## src/sps_regs.svh

```systemverilog
`ifndef SPS_REGS_SVH
`define SPS_REGS_SVH

// register offsets (byte addresses, one aligned word each)
`define SPS_CMD_OFS      8'h00
`define SPS_ADDR_OFS     8'h04
`define SPS_RETRY_OFS    8'h08
`define SPS_STATUS_OFS   8'h0c

// status field positions
`define SPS_ST_RDY_BIT   0
`define SPS_ST_ARRAY_READY_FLAG_BIT  1
`define SPS_ST_SUSP_BIT  2
`define SPS_ST_QUEUE_BIT 3
`define SPS_ST_PEND_LSB  8

// reset values
`define SPS_RETRY_RST    4'h0

// command opcodes
`define SPS_OP_READ0     8'h00
`define SPS_OP_CONFIRM   8'h10
`define SPS_OP_QUEUE     8'h11
`define SPS_OP_RESUME    8'h13
`define SPS_OP_READ      8'h30
`define SPS_OP_READ_MP   8'h32
`define SPS_OP_STAT      8'h70
`define SPS_OP_STAT_ENH  8'h78
`define SPS_OP_SETUP     8'h80
`define SPS_OP_SUSPEND   8'h84
`define SPS_OP_CHG_COL   8'h85
`define SPS_OP_RST_FF    8'hff
`define SPS_OP_RST_FC    8'hfc
`define SPS_OP_RST_FA    8'hfa

// timing: times in ns, counts in cycles of the 40 MHz clock
`define SPS_CLK_MHZ      40
`define SPS_CYC_UP(ns)   ((((ns) * `SPS_CLK_MHZ) + 999) / 1000)
`define SPS_T_PBSY_NS    10000
`define SPS_T_PROG_NS    750000
`define SPS_T_DBSY_NS    1000
`define SPS_T_PSPD_NS    10000
`define SPS_T_READ_NS    59000
`define SPS_PBSY_CYC     `SPS_CYC_UP(`SPS_T_PBSY_NS)
`define SPS_PROG_CYC     `SPS_CYC_UP(`SPS_T_PROG_NS)
`define SPS_DBSY_CYC     `SPS_CYC_UP(`SPS_T_DBSY_NS)
`define SPS_PSPD_CYC     `SPS_CYC_UP(`SPS_T_PSPD_NS)
`define SPS_READ_CYC     `SPS_CYC_UP(`SPS_T_READ_NS)

`endif

```

## src/sps_pkg.sv

```systemverilog
package sps_pkg;

    // sequencer states, gray along idle-load-busy-suspended
    typedef enum logic [1:0] {
        SPS_IDLE = 2'b00,
        SPS_LOAD = 2'b01,
        SPS_BUSY = 2'b11,
        SPS_SUSP = 2'b10
    } sps_state_type;

    // what the current busy period is doing
    typedef enum logic [2:0] {
        SPS_BK_XFER = 3'h0,
        SPS_BK_PROG = 3'h1,
        SPS_BK_DQ   = 3'h2,
        SPS_BK_READ = 3'h3,
        SPS_BK_SPD  = 3'h4
    } sps_busy_type;

    // page address as held in the address register
    typedef struct packed {
        logic       unshared;
        logic       upper;
        logic [1:0] plane;
    } sps_page_type;

endpackage

```

## src/sps_seq.sv

```systemverilog
// Design decisions made here: the plain strobed port and the address map.
`include "sps_regs.svh"
// Function
// - retry setting applies to every later array read until rewritten
// - lower confirm drops both ready flags for the short transfer time
// - upper confirm starts programming, flags low for full program time
// - reset before program time aborts; host restarts whole sequence
// - no pair check; upper address decides the programmed pair
// - second lower load to same plane overwrites; upper still needed
// - suspend and resume accepted during single-pass programming
// - unshared page programs with one load and confirm
// - setup accepted only when ready; unqueued confirm programs one page
// - setup without a preceding queue confirm clears all cache registers
// - data input after setup; column changes allowed during input
// - queue confirm makes the die busy for the dummy-busy time
module sps_seq #(
    parameter int unsigned P_PROG_CYC = `SPS_PROG_CYC,
    parameter int unsigned P_READ_CYC = `SPS_READ_CYC,
    parameter int unsigned P_PBSY_CYC = `SPS_PBSY_CYC,
    parameter int unsigned P_DBSY_CYC = `SPS_DBSY_CYC,
    parameter int unsigned P_PSPD_CYC = `SPS_PSPD_CYC
) (
    input  wire logic                i_clk,
    input  wire logic                i_rst_n,
    input  wire logic [7:0]          i_addr,
    input  wire logic [31:0]         i_wdata,
    input  wire logic                i_wr,
    input  wire logic                i_rd,
    output logic [31:0]              o_rdata,
    output logic                     o_rdy,
    output logic                     o_array_ready_flag,
    output logic                     o_prog_start,
    output logic                     o_cache_clear,
    output logic [3:0]               o_read_setting,
    output sps_pkg::sps_page_type    o_prog_page
);
    import sps_pkg::*;
    localparam int CW = 20;
    sps_state_type st_r, st_nxt;
    sps_busy_type  kind_r, kind_nxt;
    logic [CW-1:0] cnt_r, cnt_nxt, rem_r;
    sps_page_type  page_r;
    logic [3:0]    retry_r;
    logic [3:0]    pend_r;
    logic          queued_r;

    ////////////////////////////////////////////////////////////////////////
    // command decode
    logic       cmd_wr;
    logic [7:0] op;
    logic       is_reset, setup, lower_conf, final_conf, queue_conf;
    logic       read_go, susp_go, resume_go;

    assign cmd_wr     = i_wr && (i_addr == `SPS_CMD_OFS);
    assign op         = i_wdata[7:0];
    assign is_reset   = cmd_wr && (op == `SPS_OP_RST_FF || op == `SPS_OP_RST_FC
                                   || op == `SPS_OP_RST_FA);
    // setup only decodes when idle, so a busy die ignores it
    assign setup      = cmd_wr && (st_r == SPS_IDLE) && (op == `SPS_OP_SETUP);
    assign queue_conf = cmd_wr && (st_r == SPS_LOAD) && (op == `SPS_OP_QUEUE);
    assign lower_conf = cmd_wr && (st_r == SPS_LOAD) && !page_r.upper && !page_r.unshared
                        && (op == `SPS_OP_CONFIRM || op == `SPS_OP_QUEUE);
    assign final_conf = cmd_wr && (st_r == SPS_LOAD) && (op == `SPS_OP_CONFIRM)
                        && (page_r.upper || page_r.unshared);
    assign read_go    = cmd_wr && (st_r == SPS_IDLE)
                        && (op == `SPS_OP_READ || op == `SPS_OP_READ_MP);
    assign susp_go    = cmd_wr && (st_r == SPS_BUSY) && (kind_r == SPS_BK_PROG)
                        && (op == `SPS_OP_SUSPEND);
    assign resume_go  = cmd_wr && (st_r == SPS_SUSP) && (op == `SPS_OP_RESUME);

    ////////////////////////////////////////////////////////////////////////
    // sequencer next state; busy periods count down from n-1 to zero, a resumed one from the saved count
    always_comb begin
        st_nxt   = st_r;
        kind_nxt = kind_r;
        cnt_nxt  = cnt_r;
        if (is_reset) begin
            st_nxt  = SPS_IDLE;
            cnt_nxt = '0;
        end else begin
            case (st_r)
                SPS_IDLE: begin
                    if (setup) begin
                        st_nxt = SPS_LOAD;
                    end else if (read_go) begin
                        st_nxt = SPS_BUSY;
                        if (op == `SPS_OP_READ) begin
                            kind_nxt = SPS_BK_READ;
                            cnt_nxt  = CW'(P_READ_CYC - 1);
                        end else begin
                            kind_nxt = SPS_BK_DQ;
                            cnt_nxt  = CW'(P_DBSY_CYC - 1);
                        end
                    end
                end
                SPS_LOAD: begin
                    // column and row changes keep the load open
                    if (queue_conf) begin
                        st_nxt   = SPS_BUSY;
                        kind_nxt = SPS_BK_DQ;
                        cnt_nxt  = CW'(P_DBSY_CYC - 1);
                    end else if (final_conf) begin
                        st_nxt   = SPS_BUSY;
                        kind_nxt = SPS_BK_PROG;
                        cnt_nxt  = CW'(P_PROG_CYC - 1);
                    end else if (lower_conf) begin
                        st_nxt   = SPS_BUSY;
                        kind_nxt = SPS_BK_XFER;
                        cnt_nxt  = CW'(P_PBSY_CYC - 1);
                    end
                end
                SPS_BUSY: begin
                    if (susp_go) begin
                        kind_nxt = SPS_BK_SPD;
                        cnt_nxt  = CW'(P_PSPD_CYC - 1);
                    end else if (cnt_r == '0) begin
                        st_nxt = (kind_r == SPS_BK_SPD) ? SPS_SUSP : SPS_IDLE;
                    end else begin
                        cnt_nxt = cnt_r - CW'(1);
                    end
                end
                SPS_SUSP: begin
                    if (resume_go) begin
                        st_nxt   = SPS_BUSY;
                        kind_nxt = SPS_BK_PROG;
                        cnt_nxt  = rem_r;
                    end
                end
                default: st_nxt = SPS_IDLE;
            endcase
        end
    end

    // sequencer state and ready flags, both flags low through any busy period
    always_ff @(posedge i_clk or negedge i_rst_n) begin
        if (!i_rst_n) begin
            st_r   <= SPS_IDLE;
            kind_r <= SPS_BK_XFER;
            cnt_r  <= '0;
            o_rdy  <= 1'b1;
            o_array_ready_flag <= 1'b1;
        end else begin
            st_r   <= st_nxt;
            kind_r <= kind_nxt;
            cnt_r  <= cnt_nxt;
            o_rdy  <= (st_nxt != SPS_BUSY);
            o_array_ready_flag <= (st_nxt != SPS_BUSY);
        end
    end

    // remaining program time saved at suspend so resume finishes the job
    always_ff @(posedge i_clk or negedge i_rst_n) begin
        if (!i_rst_n) begin
            rem_r <= '0;
        end else if (susp_go) begin
            rem_r <= cnt_r;
        end
    end

    ////////////////////////////////////////////////////////////////////////
    // pending lower pages and multi-plane queue
    always_ff @(posedge i_clk or negedge i_rst_n) begin
        if (!i_rst_n) begin
            pend_r   <= '0;
            queued_r <= 1'b0;
        end else if (is_reset) begin
            pend_r   <= '0;
            queued_r <= 1'b0;
        end else begin
            if (lower_conf) begin
                pend_r[page_r.plane] <= 1'b1;
            end else if (final_conf) begin
                pend_r <= '0;
            end
            if (queue_conf) begin
                queued_r <= 1'b1;
            end else if (cmd_wr && st_r == SPS_LOAD && op == `SPS_OP_CONFIRM) begin
                queued_r <= 1'b0;
            end
        end
    end

    // program launch and cache clear pulses; the programmed pair is the upper one
    always_ff @(posedge i_clk or negedge i_rst_n) begin
        if (!i_rst_n) begin
            o_prog_start  <= 1'b0;
            o_cache_clear <= 1'b0;
            o_prog_page   <= '0;
        end else begin
            o_prog_start  <= final_conf;
            o_cache_clear <= setup && !queued_r;
            if (final_conf) begin
                o_prog_page <= page_r;
            end
        end
    end

    ////////////////////////////////////////////////////////////////////////
    // register writes: page address and retry setting
    always_ff @(posedge i_clk or negedge i_rst_n) begin
        if (!i_rst_n) begin
            page_r  <= '0;
            retry_r <= `SPS_RETRY_RST;
        end else if (i_wr) begin
            if (i_addr == `SPS_ADDR_OFS) begin
                page_r <= i_wdata[3:0];
            end
            if (i_addr == `SPS_RETRY_OFS) begin
                retry_r <= i_wdata[3:0];
            end
        end
    end

    // the retry option is latched at each array read so mid-read writes do not tear it
    always_ff @(posedge i_clk or negedge i_rst_n) begin
        if (!i_rst_n) begin
            o_read_setting <= `SPS_RETRY_RST;
        end else if (read_go) begin
            o_read_setting <= retry_r;
        end
    end

    // read data one cycle after the strobe; unmapped reads return zero
    always_ff @(posedge i_clk or negedge i_rst_n) begin
        if (!i_rst_n) begin
            o_rdata <= '0;
        end else if (i_rd) begin
            o_rdata <= '0;
            case (i_addr)
                `SPS_ADDR_OFS:  o_rdata[3:0] <= page_r;
                `SPS_RETRY_OFS: o_rdata[3:0] <= retry_r;
                `SPS_STATUS_OFS: begin
                    o_rdata[`SPS_ST_RDY_BIT]   <= o_rdy;
                    o_rdata[`SPS_ST_ARRAY_READY_FLAG_BIT]  <= o_array_ready_flag;
                    o_rdata[`SPS_ST_SUSP_BIT]  <= (st_r == SPS_SUSP);
                    o_rdata[`SPS_ST_QUEUE_BIT] <= queued_r;
                    o_rdata[`SPS_ST_PEND_LSB +: 4] <= pend_r;
                end
                default: o_rdata <= '0;
            endcase
        end else begin
            o_rdata <= '0;
        end
    end
endmodule

```

## config.mk

```make
export PLATFORM = sky130hd
export DESIGN_NAME = sps_seq
export DESIGN_NICKNAME = d
export VERILOG_FILES = /design/src/sps_pkg.sv /design/src/sps_seq.sv
export VERILOG_INCLUDE_DIRS = /design/src
export SDC_FILE = /design/constraint.sdc
export NUM_CORES = 1
export LEC_CHECK = 0
export BUFFER_PORTS_ARGS = -buffer_cell sky130_fd_sc_hd__buf_2
export CAP_MARGIN = 30
export CORE_UTILIZATION = 29
export DETAILED_ROUTE_END_ITERATION = 12
export GPL_TIMING_DRIVEN = 0
export MAX_ROUTING_LAYER = met4
export PLACE_DENSITY = 0.54
export SYNTH_ARGS = -nofsm -noshare
export SYNTH_HDL_FRONTEND = slang
export SYNTH_SLANG_ARGS = --single-unit
```

## constraint.sdc

```tcl
create_clock -name i_clk -period 4.4 [get_ports i_clk]
set_input_delay 0.22 -clock i_clk [delete_from_list [all_inputs] [get_ports i_clk]]
set_output_delay 0.22 -clock i_clk [all_outputs]
set_load 0.005 [all_outputs]
```

==> results.sh, run 1 <==
export IMPL_status="finished clean"
export IMPL_worstPathArrival_ns=2.81
export IMPL_vias_per_cell=5.19
export IMPL_synthFlopType="dfrtp_1"
export IMPL_cts_made_buffers=9
export IMPL_wl_mm=11.3
export IMPL_yosysWarnings=0
export IMPL_power_frac_comb_pct=5.8
export IMPL_synth_seq_cells=77
export IMPL_seqPwrFrac_pct=47.7
export IMPL_pin_count=88
export IMPL_postCtsSetupBuffers=0
export IMPL_fin_nets=547
export IMPL_ctsResizeCount=0
export IMPL_worst_slew_pin_slew_ns=0.958
export IMPL_period_share_pct=58.7
export IMPL_avgRoutedWirePerCell_um=16.5
export IMPL_worst_ir_drop_vdd_uv=207
export IMPL_synth_top_area_share_pct=44.8
export IMPL_grt_usage_pct=16.8
export IMPL_antenna_cells=0
export IMPL_chipWidth_um=123
export IMPL_netlist_area_um2=4250
export IMPL_ys_seq_area_share_pct=45.4
export IMPL_skew_ns=0.00660
export IMPL_grt_max_degree=53
export IMPL_row_count=43
export IMPL_stdcell_area_um2=5070
export IMPL_synth_cells=425
export IMPL_first_iter_violations=273
export IMPL_cp_start_kind="flop"
export IMPL_cpMaxStageDelayCell="nor4b_1"
export IMPL_h_tree_depth=3
export IMPL_die_area_um2=15100
export IMPL_place_hpwl_mm=8.10
export IMPL_power_leakage_nw=2.41
export IMPL_finalSetupViolations=0
export IMPL_antenna_left=0
export IMPL_portBuffers=39
export IMPL_cts_buffer_depth=2
export IMPL_cts_sinks=77
export IMPL_dpl_cell_area_um2=4780
export IMPL_coreArea_um2=14100
export IMPL_crit_required_ns=4.63
export IMPL_insertion_delay_ns=0.34
export IMPL_first_global_vias=3432
export IMPL_avgSynthCellArea_um2=9.99
export IMPL_drv_slew=0
export IMPL_yosysTopAreaCell="dfrtp_1"
export IMPL_synth_distinct_cells=65
export IMPL_drc=0
export IMPL_area_delta_synth_final_pct=19.5
export IMPL_fmax_ghz=0.387
export IMPL_end_kind="flop"
export IMPL_synth_most_common_cell="dfrtp_1"
export IMPL_crit_chain="inv_1 -> ha_1 -> nor4b_1 -> and4_1 -> nand2_1 -> xor2_1 -> o21ai_0 -> a22o_1"
export IMPL_p_sw_mw=0.361
export IMPL_layout_drive_gt1_share_pct=26.5
export IMPL_grt_pass1_wl_mm=18.6
export IMPL_worstPathMaxFanout=5
export IMPL_path_clk_slew_ns=0.06
export IMPL_tritoncts="yes"
export IMPL_synth_edf_count=0
export IMPL_cap_viol_max_count=0
export IMPL_fill_cells=1465
export IMPL_internal_power_mw=1.14
export IMPL_async_reset_ff_share_pct=100
export IMPL_die_y_um=123
export IMPL_synth_top_cells_by_area="dfrtp_1 (45%), mux2_2 (7.4%), buf_4 (4.6%)"
export IMPL_critPathKind="reg2reg"
export IMPL_powerDensity_nw_per_um2=297
export IMPL_relSlewSlack_pct=35.3
export IMPL_grt_setup_unrepaired="false"
export IMPL_drt_first_pass_iters=5
export IMPL_clock_power_share_pct=46.5
export IMPL_swShare_pct=24.0
export IMPL_antenna_found_initial=0
export IMPL_period_needed_ns=2.58
export IMPL_tns_ns=0
export IMPL_initial_core_util_pct=30.1
export IMPL_vias=3563
export IMPL_cts_root_buf="clkbuf_16"
export IMPL_routabilityCongestion=0.916
export IMPL_grt_ovfl_total=0
export IMPL_max_stage_delay_ns=0.80
export IMPL_hold_viol_final=0
export IMPL_hp_class="in2reg"
export IMPL_synthTopCellsByCount="dfrtp_1 (76), nand2_1 (40), mux2_2 (28)"
==> flip-flops by register name, indices dropped and copies added, names as in the netlist <==
register	count
kind_r	3
o_prog_start	1
o_cache_clear	1
st_r	2
o_array_ready_flag	1
o_read_setting	4
page_r	4
queued_r	1
pend_r	4
o_rdata	8
rem_r	20
cnt_r	20
retry_r	4
o_prog_page	4
==> power groups by stage <==
stage	clock (mW)	combinational, mW	sequential, mW
global route	0.752	0.0986	0.718
CTS	0.715	0.0868	0.717
finish	0.701	0.0871	0.718
global placement	0	0.0814	0.731
detailed placement	0	0.0857	0.731
floorplan	0	0.0468	0.729
==> routing by layer <==
layer	wire length (um)	share of wire, %	track usage (%)
met1	5180	46	21.9
met2	5200	46	25.7
met3	793	7.0	4.43
met4	125	1.1	4.82
met5	0	0	-
==> layout by cell type (no fill, tap or decap), drive strengths merged, types with 14 or more instances in the layout <==
cell,Yosys,routed
dfrtp,76,76
buf,33,73
nand2,40,40
mux2,29,29
nor2,28,28
conb,1,24
clkbuf,12,23
o21ai,19,19
a22o,18,18
nor3,15,15
a21oi,14,14
==> critical path, delay by kind of cell (launching register included) <==
kind | cells | cell delay [ns]
adder cells (fa/ha/maj) | 1 | 0.25
AO/OA/AOI/OAI | 2 | 0.27
flip-flops | 1 | 0.40
buffers and inverters | 1 | 0.13
AND/OR/NAND/NOR | 3 | 1.29
XOR/XNOR | 1 | 0.13
==> metrics by stage <==
stage	instances	hold slack, ns	power [mW]	utilization (%)	setup WS (ns)
final	686	0.223	1.51	36.0	1.82
after global placement	667	0.456	0.812	33.7	1.64
after CTS	685	0.206	1.52	36.0	1.86
after global routing	686	0.221	1.57	36.0	1.68
after floorplan	448	-0.0756	0.776	-	1.99
after detailed placement	668	0.160	0.816	33.9	1.60
==> layout make-up <==
| class | instances | area [um^2] | share of cell area [%] |
|---|---|---|---|
| Inverter | 9 | 33.8 | 0.666 |
| Multi-Input combinational cell | 317 | 2090 | 41.1 |
| Clock inverter | 6 | 38.8 | 0.764 |
| Clock buffer | 10 | 239 | 4.71 |
| Buffer | 45 | 282 | 5.55 |
| Timing Repair Buffer | 42 | 240 | 4.73 |
| Sequential cell | 77 | 1930 | 38.0 |
| Tap cell | 180 | 225 | 4.44 |
==> path summary, 6_finish.rpt <==
| path | slack [ns] | cells past startpoint | end | start |
|---|---|---|---|---|
| min in group asynchronous | 0.34 | 2 | retry_r[0] | i_rst_n |
| worst max register to register | 1.82 | 8 | cnt_r[16] | cnt_r[0] |
| max in group asynchronous | 3.48 | 3 | rem_r[7] | i_rst_n |
| worst min register to register | 0.47 | 1 | o_cache_clear | queued_r |
| worst max-delay path | 1.82 | 8 | cnt_r[16] | cnt_r[0] |
| worst min-delay path | 0.22 | 2 | retry_r[3] | i_wdata[3] |
==> logic make-up (layout without fill, tap and decap cells) <==
kind of cell,after synthesis,count (layout),share of synthesized area [%]
AND/OR/NAND/NOR,158,158,20.2
multiplexers,30,30,7.93
other,1,24,0.0883
adder cells (fa/ha/maj),2,2,0.589
XOR/XNOR,8,8,1.65
AO/OA/AOI/OAI,95,95,16.7
buffers and inverters,54,112,7.43
flip-flops,77,77,45.4
==> what timing repair did <==
action,4_1_cts,5_1_grt
hold buffers,1,0
setup endpoints to repair,0,0
hold endpoints to repair,24,0
Power figures use the tool's default switching activity.
==> inputs of run 2 (changes only) <==
--- a/config.mk
+++ b/config.mk
@@ -6,13 +6,14 @@
 export SDC_FILE = /design/constraint.sdc
 export NUM_CORES = 1
 export LEC_CHECK = 0
+export ABC_AREA = 1
 export BUFFER_PORTS_ARGS = -buffer_cell sky130_fd_sc_hd__buf_2
 export CAP_MARGIN = 30
 export CORE_UTILIZATION = 29
 export DETAILED_ROUTE_END_ITERATION = 12
 export GPL_TIMING_DRIVEN = 0
 export MAX_ROUTING_LAYER = met4
-export PLACE_DENSITY = 0.54
+export PLACE_DENSITY = 0.53
 export SYNTH_ARGS = -nofsm -noshare
 export SYNTH_HDL_FRONTEND = slang
 export SYNTH_SLANG_ARGS = --single-unit
==> constraint.sdc (replaced) <==
create_clock -name i_clk -period 2.5 [get_ports i_clk]
set_input_delay 0.125 -clock i_clk [delete_from_list [all_inputs] [get_ports i_clk]]
set_output_delay 0.125 -clock i_clk [all_outputs]
set_load 0.005 [all_outputs]
==> run 2 against run 1 <==
Effect of this change:
- synthesized cell count grew 49%
- combinational power rose to 23 times the previous value
- utilization fell by 0.97 points
- critical endpoint is now cnt_r[14]
- worst setup slack lost 1.4 ns
- routed wire length grew 7.1%
- register-to-register slack lost 1.4 ns
- largest cell class unchanged
- sequential power is 130% higher
- synthesized area is 10% higher
- highest routed layer unchanged
==> results.sh, run 2 <==
export IMPL_tritoncts="yes"
export IMPL_holdWs_ns=0.131
export IMPL_area_delta_synth_final_pct=18.7
export IMPL_first_iter_violations=213
export IMPL_place_hpwl_mm=9.15
export IMPL_chipWidth_um=129
export IMPL_end_kind="flop"
export IMPL_yosysWarnings=0
export IMPL_period_needed_ns=2.03
export IMPL_final_cell_mix="nand2_1 (189), dfrtp_1 (76), inv_1 (67)"
export IMPL_die_y_um=129
export IMPL_avgSynthCellArea_um2=7.36
export IMPL_row_count=46
export IMPL_drt_first_pass_iters=5
export IMPL_internal_power_mw=2.79
export IMPL_synth_edf_count=0
export IMPL_drc=0
export IMPL_crit_required_ns=2.74
export IMPL_reg_top3="cnt_r x20, rem_r x20, o_rdata x8"
export IMPL_synth_seq_cells=77
export IMPL_hold_viol_final=0
export IMPL_ys_seq_area_share_pct=41.3
export IMPL_synth_cells=635
export IMPL_grt_setup_unrepaired="false"
export IMPL_critPathKind="reg2reg"
export IMPL_period_share_pct=81.4
export IMPL_portBuffers=39
export IMPL_antenna_found_initial=0
export IMPL_synth_top_cells_by_area="dfrtp_1 (41%), nand2_1 (15%), inv_1 (5.4%)"
export IMPL_async_reset_ff_share_pct=100
export IMPL_worstPathArrival_ns=2.28
export IMPL_vias_per_cell=4.42
export IMPL_fill_cells=1654
export IMPL_power_leakage_nw=2.98
export IMPL_power_frac_comb_pct=41.3
export IMPL_insertion_delay_ns=0.35
export IMPL_coreArea_um2=15800
export IMPL_worstPathMaxFanout=5
export IMPL_die_area_um2=16600
export IMPL_fin_nets=756
export IMPL_synth_top_area_share_pct=40.7
export IMPL_avgRoutedWirePerCell_um=13.0
export IMPL_drv_slew=0
export IMPL_layout_drive_gt1_share_pct=20.1
export IMPL_grt_pass1_wl_mm=19.6
export IMPL_grt_max_degree=49
export IMPL_cts_sinks=77
export IMPL_vias=4116
export IMPL_first_global_vias=3773
export IMPL_synthFlopType="dfrtp_1"
export IMPL_synthTopCellsByCount="nand2_1 (189), dfrtp_1 (76), inv_1 (67)"
export IMPL_seqPwrFrac_pct=33.1
export IMPL_status="finished clean"
export IMPL_cap_viol_max_count=0
export IMPL_netlist_area_um2=4670
export IMPL_fmax_ghz=0.492
export IMPL_yosysTopAreaCell="dfrtp_1"
export IMPL_cp_start_kind="flop"
export IMPL_initial_core_util_pct=29.5
export IMPL_wl_mm=12.1
export IMPL_powerDensity_nw_per_um2=890
export IMPL_finalSetupViolations=0
export IMPL_pin_count=88
export IMPL_swShare_pct=43.4
export IMPL_cts_buffer_depth=2
export IMPL_hp_class="in2reg"
export IMPL_cts_root_buf="clkbuf_16"
export IMPL_antenna_left=0
export IMPL_postCtsSetupBuffers=0
export IMPL_cts_made_buffers=9
export IMPL_worst_ir_drop_vdd_uv=408
export IMPL_tns_ns=0
export IMPL_relSlewSlack_pct=63.5
export IMPL_h_tree_depth=3
export IMPL_grt_usage_pct=15.9
export IMPL_antenna_cells=0
export IMPL_skew_ns=0.0114
export IMPL_p_sw_mw=2.14
export IMPL_synth_distinct_cells=35
export IMPL_layout_commonest_cell="nand2_1"
export IMPL_synth_most_common_cell="nand2_1"
export IMPL_clock_power_share_pct=25.6
export IMPL_path_clk_slew_ns=0.07
export IMPL_routabilityCongestion=0.877
export IMPL_worst_slew_pin_slew_ns=0.548
export IMPL_grt_ovfl_total=0
-- run 2: logic make-up (layout without fill, tap and decap cells) --
group	Yosys count	in the layout	synth area share, %
flip-flops	77	77	41.3
AND/OR/NAND/NOR	367	367	37.1
XOR/XNOR	9	9	1.69
other	1	24	0.0803
adder cells (fa/ha/maj)	2	2	0.536
buffers and inverters	114	171	11.9
AO/OA/AOI/OAI	65	65	7.42
-- run 2: timing repair --
action | 4_1_cts | 5_1_grt
hold buffers | 1 | 0
hold endpoints to repair | 29 | 0
endpoints found under the setup margin | 0 | 0
resized for setup | 0 | 0
-- run 2: per-layer routing --
| metal | part of all wire [%] | vias to the layer above | global-route usage, % |
|---|---|---|---|
| li1 | - | 2124 | - |
| met1 | 49 | 1908 | 20.4 |
| met2 | 46 | 74 | 25.6 |
| met3 | 3.3 | 10 | 2.33 |
| met4 | 1.4 | 0 | 5.19 |
| met5 | 0 | - | - |
-- run 2: through the flow --
stage	util (%)	cells	cell area [um^2]	total power, mW	setup WS, ns
CTS	35.0	931	5550	4.96	0.465
global placement	33.0	913	5220	3.67	0.491
global route	35.0	931	5550	5.30	0.263
floorplan	-	658	4760	3.14	0.798
finish	35.0	931	5550	4.93	0.466
detailed placement	33.2	914	5250	3.69	0.469
-- run 2: final timing paths --
path,start,cells after the start,end,slack (ns)
worst min-delay path,i_wdata[3],3,retry_r[3],0.13
min in group asynchronous,i_rst_n,2,cnt_r[18],0.27
worst max-delay path,cnt_r[0],13,cnt_r[14],0.47
max in group asynchronous,i_rst_n,3,o_array_ready_flag,1.60
worst min register to register,kind_r[2],2,kind_r[2],0.47
worst max register to register,cnt_r[0],13,cnt_r[14],0.47
-- run 2: critical path, cell delays in order (launching register included) --
cell and delay, ns:
dfrtp_1 0.39, inv_1 0.14, ha_1 0.23, nand2_1 0.07
nor2_1 0.25, nand2_1 0.08, nor2_1 0.30, nand2_1 0.08
nand2_1 0.07, nand2_1 0.05, nand2_1 0.06, nand3_1 0.06
nand3_1 0.10, nand2_1 0.05
-- run 2: layout make-up --
| class | count | area (um^2) | share of cell area [%] |
|---|---|---|---|
| Inverter | 75 | 283 | 5.10 |
| Sequential cell | 77 | 1930 | 34.8 |
| Clock inverter | 7 | 56.3 | 1.02 |
| Buffer | 39 | 272 | 4.90 |
| Timing Repair Buffer | 41 | 235 | 4.24 |
| Clock buffer | 9 | 225 | 4.06 |
| Multi-Input combinational cell | 467 | 2280 | 41.0 |
| Tap cell | 216 | 270 | 4.87 |
-- run 2: power groups by stage --
stage	Clock, mW	Combinational (mW)	Sequential, mW
after global routing	1.33	2.30	1.67
after detailed placement	0	2.04	1.65
after CTS	1.28	2.05	1.63
after floorplan	0	1.54	1.60
final	1.26	2.04	1.63
after global placement	0	2.02	1.65
==> inputs of run 3 (changes only) <==
--- a/config.mk
+++ b/config.mk
@@ -6,14 +6,14 @@
 export SDC_FILE = /design/constraint.sdc
 export NUM_CORES = 1
 export LEC_CHECK = 0
-export ABC_AREA = 1
+export ABC_AREA = 0
 export BUFFER_PORTS_ARGS = -buffer_cell sky130_fd_sc_hd__buf_2
 export CAP_MARGIN = 30
 export CORE_UTILIZATION = 29
 export DETAILED_ROUTE_END_ITERATION = 12
 export GPL_TIMING_DRIVEN = 0
 export MAX_ROUTING_LAYER = met4
-export PLACE_DENSITY = 0.53
+export PLACE_DENSITY = 0.54
 export SYNTH_ARGS = -nofsm -noshare
 export SYNTH_HDL_FRONTEND = slang
 export SYNTH_SLANG_ARGS = --single-unit
==> constraint.sdc (replaced) <==
create_clock -name i_clk -period 2 [get_ports i_clk]
set_input_delay 0.1 -clock i_clk [delete_from_list [all_inputs] [get_ports i_clk]]
set_output_delay 0.1 -clock i_clk [all_outputs]
set_load 0.005 [all_outputs]
==> run 3 against run 2 <==
Effect of this change:
- the run now ends with setup timing left
- worst setup slack worse by 0.64 ns
- cell count down 22%
- sequential power down 3%
- final area up 5.8%
- first-iteration DRC count up 83%
- register-to-register slack worse by 0.63 ns
- flip-flop and latch count unchanged
- worst hold slack worse by 0.033 ns
- critical path depth down 4
- utilization up 6.6 points
- routed wire length up 2.0%
==> results.sh, run 3 (synthesis gave the netlist of run 1 again) <==
export IMPL_fmax_ghz=0.459
export IMPL_grt_pass1_wl_mm=19.1
export IMPL_layout_drive_gt1_share_pct=40.9
export IMPL_cts_sinks=77
export IMPL_critPathKind="in2reg"
export IMPL_crit_path_end="cnt_r[2]"
export IMPL_power_leakage_nw=2.77
export IMPL_cap_viol_max_count=0
export IMPL_path_clk_slew_ns=0.06
export IMPL_layout_commonest_cell="dfrtp_1"
export IMPL_rr_startpoint="kind_r[2]"
export IMPL_crit_family="simple AND/OR/NAND/NOR gates"
export IMPL_relSlewSlack_pct=66.3
export IMPL_final_cells=723
export IMPL_worst_ir_drop_vdd_uv=355
export IMPL_end_kind="flop"
export IMPL_die_area_um2=15100
export IMPL_grt_usage_pct=17.2
export IMPL_violations="setup timing"
export IMPL_final_setup_worst_slack_ns=-0.178
export IMPL_cp_start_kind="input pin"
export IMPL_powerDensity_nw_per_um2=569
export IMPL_period_share_pct=109
export IMPL_period_needed_ns=2.18
export IMPL_critPathBufInv=3
export IMPL_dp_cells=668
export IMPL_hp_class="in2reg"
export IMPL_drv_slew=0
export IMPL_row_count=43
export IMPL_portBuffers=39
export IMPL_drc=0
export IMPL_crit_required_ns=2.25
export IMPL_vias_per_cell=5.24
export IMPL_skew_ns=0.00624
export IMPL_regToRegEndpoint="cnt_r[2]"
export IMPL_chipWidth_um=123
export IMPL_final_cell_mix="dfrtp_1 (72), buf_4 (57), nand2_1 (37), buf_2 (37), mux2_2 (28)"
export IMPL_antenna_cells=0
export IMPL_place_hpwl_mm=8.37
export IMPL_grt_max_degree=48
export IMPL_cts_root_buf="clkbuf_16"
export IMPL_grt_setup_unrepaired="true"
export IMPL_worstPathArrival_ns=2.43
export IMPL_coreArea_um2=14100
export IMPL_fin_nets=585
export IMPL_worst_slew_pin_slew_ns=0.506
export IMPL_antenna_found_initial=0
export IMPL_cp_num_cells=9
export IMPL_antenna_left=0
export IMPL_reg_top3="cnt_r x20, rem_r x20, o_rdata x8"
export IMPL_rr_worst_depth=9
export IMPL_hold_viol_final=0
export IMPL_stdcell_area_um2=5860
export IMPL_finalSetupViolations=35
export IMPL_worstPathMaxFanout=6
export IMPL_pin_count=88
export IMPL_status="complete, but fails checks"
export IMPL_fill_cells=1342
export IMPL_grt_ovfl_total=0
export IMPL_drt_first_pass_iters=4
export IMPL_holdWs_ns=0.0973
export IMPL_crit_chain="buf_6 -> or4_4 -> or4_4 -> o2111ai_4 -> o211a_1 -> buf_6 -> buf_8 -> o21ai_4 -> a221oi_2"
export IMPL_h_tree_depth=3
export IMPL_first_global_vias=3516
export IMPL_ff_latch_area_um2=1930
export IMPL_timing_reg2reg_setup_slack_ns=-0.16
export IMPL_place_ws_ns=-0.618
export IMPL_vias=3789
export IMPL_critPathLaunch="i_addr[0]"
export IMPL_total_power_mw=3.33
export IMPL_cpMaxStageDelayCell="or4_4"
export IMPL_insertion_delay_ns=0.34
export IMPL_cts_buffer_depth=2
export IMPL_wl_mm=12.3
export IMPL_tritoncts="yes"
export IMPL_avgRoutedWirePerCell_um=17.1
export IMPL_first_iter_violations=389
export IMPL_die_y_um=123
export IMPL_multiInputGateArea_um2=2440
export IMPL_initial_core_util_pct=30.1
export IMPL_max_stage_delay_ns=0.58
export IMPL_routabilityCongestion=0.902
export IMPL_area_delta_synth_final_pct=38.1
export IMPL_dpl_cell_area_um2=4850
export IMPL_cts_made_buffers=9
run 3: cell types whose count changed in the layout (fill, tap and decap cells not counted), sizes merged, moves of 8 or more:
cell	change
o21ai	-28
nor2	-43
inv	-69
nand4	-11
nand2	-156
and3	+8
clkbuf	+12
mux2	+29
a22o	+18
nand3	-64
buf	+35
and2	+8
run 3: timing repair:
| action | in CTS | in global routing |
|---|---|---|
| hold endpoints to repair | 29 | 0 |
| pin swaps | 24 | 26 |
| cloned | 2 | 2 |
| gates resized for setup | 41 | 55 |
| endpoints found under the setup margin | 45 | 47 |
| buffers inserted | 19 | 17 |
| hold buffers | 1 | 0 |
run 3: layout make-up:
class,instances,area share (%)
repair buffers,80,10.4
flip-flops and latches,77,33.0
inverters,9,0.576
well taps,180,3.84
plain buffers,44,5.97
clock inverters,3,0.363
clock buffers,12,4.37
multi-input cells,318,41.5
run 3: how the worst min path moves through the flow:
stage	startpoint	end	cells after the start	slack (ns)
after global routing	i_wdata[3]	retry_r[3]	2	0.12
after floorplan	i_rst_n	cnt_r[0]	0	-0.20
after detailed placement	i_rst_n	o_read_setting[2]	1	0.07
after CTS	i_wdata[3]	retry_r[3]	2	0.09
final	i_wdata[3]	retry_r[3]	2	0.1
after global placement	i_wdata[3]	page_r[3]	2	0.44
run 3: worst reg2reg max path, delay by kind of cell, from the launching register on:
family	cells	cell delay (ns)
buf+inv	3	0.47
simple gates	2	0.45
compound gates	4	0.74
flops	1	0.42
run 3: power by group:
group          leakage (nW)  internal [mW]  switching [mW]
clock network         0.135          0.901           0.640
registers              1.04           1.57          0.0124
logic                  1.59         0.0908           0.121
total                  2.77           2.56           0.773
run 3: routing by layer:
metal / track usage (%) / wire (um) / up-vias
met3: 2.35 / 818 / 20
met1: 22.9 / 5480 / 1867
met4: 8.13 / 282 / 0
met2: 25.8 / 5760 / 149
met5: - / 0 / -
li1: - / - / 1753
run 3: metrics by stage:
step / util, % / setup TNS (ns)
after global placement: 34.2 / -23.04
final: 41.6 / -3.59
after global routing: 41.6 / -5.57
after detailed placement: 34.4 / -23.09
after floorplan: - / -5.67
after CTS: 39.0 / -3.47
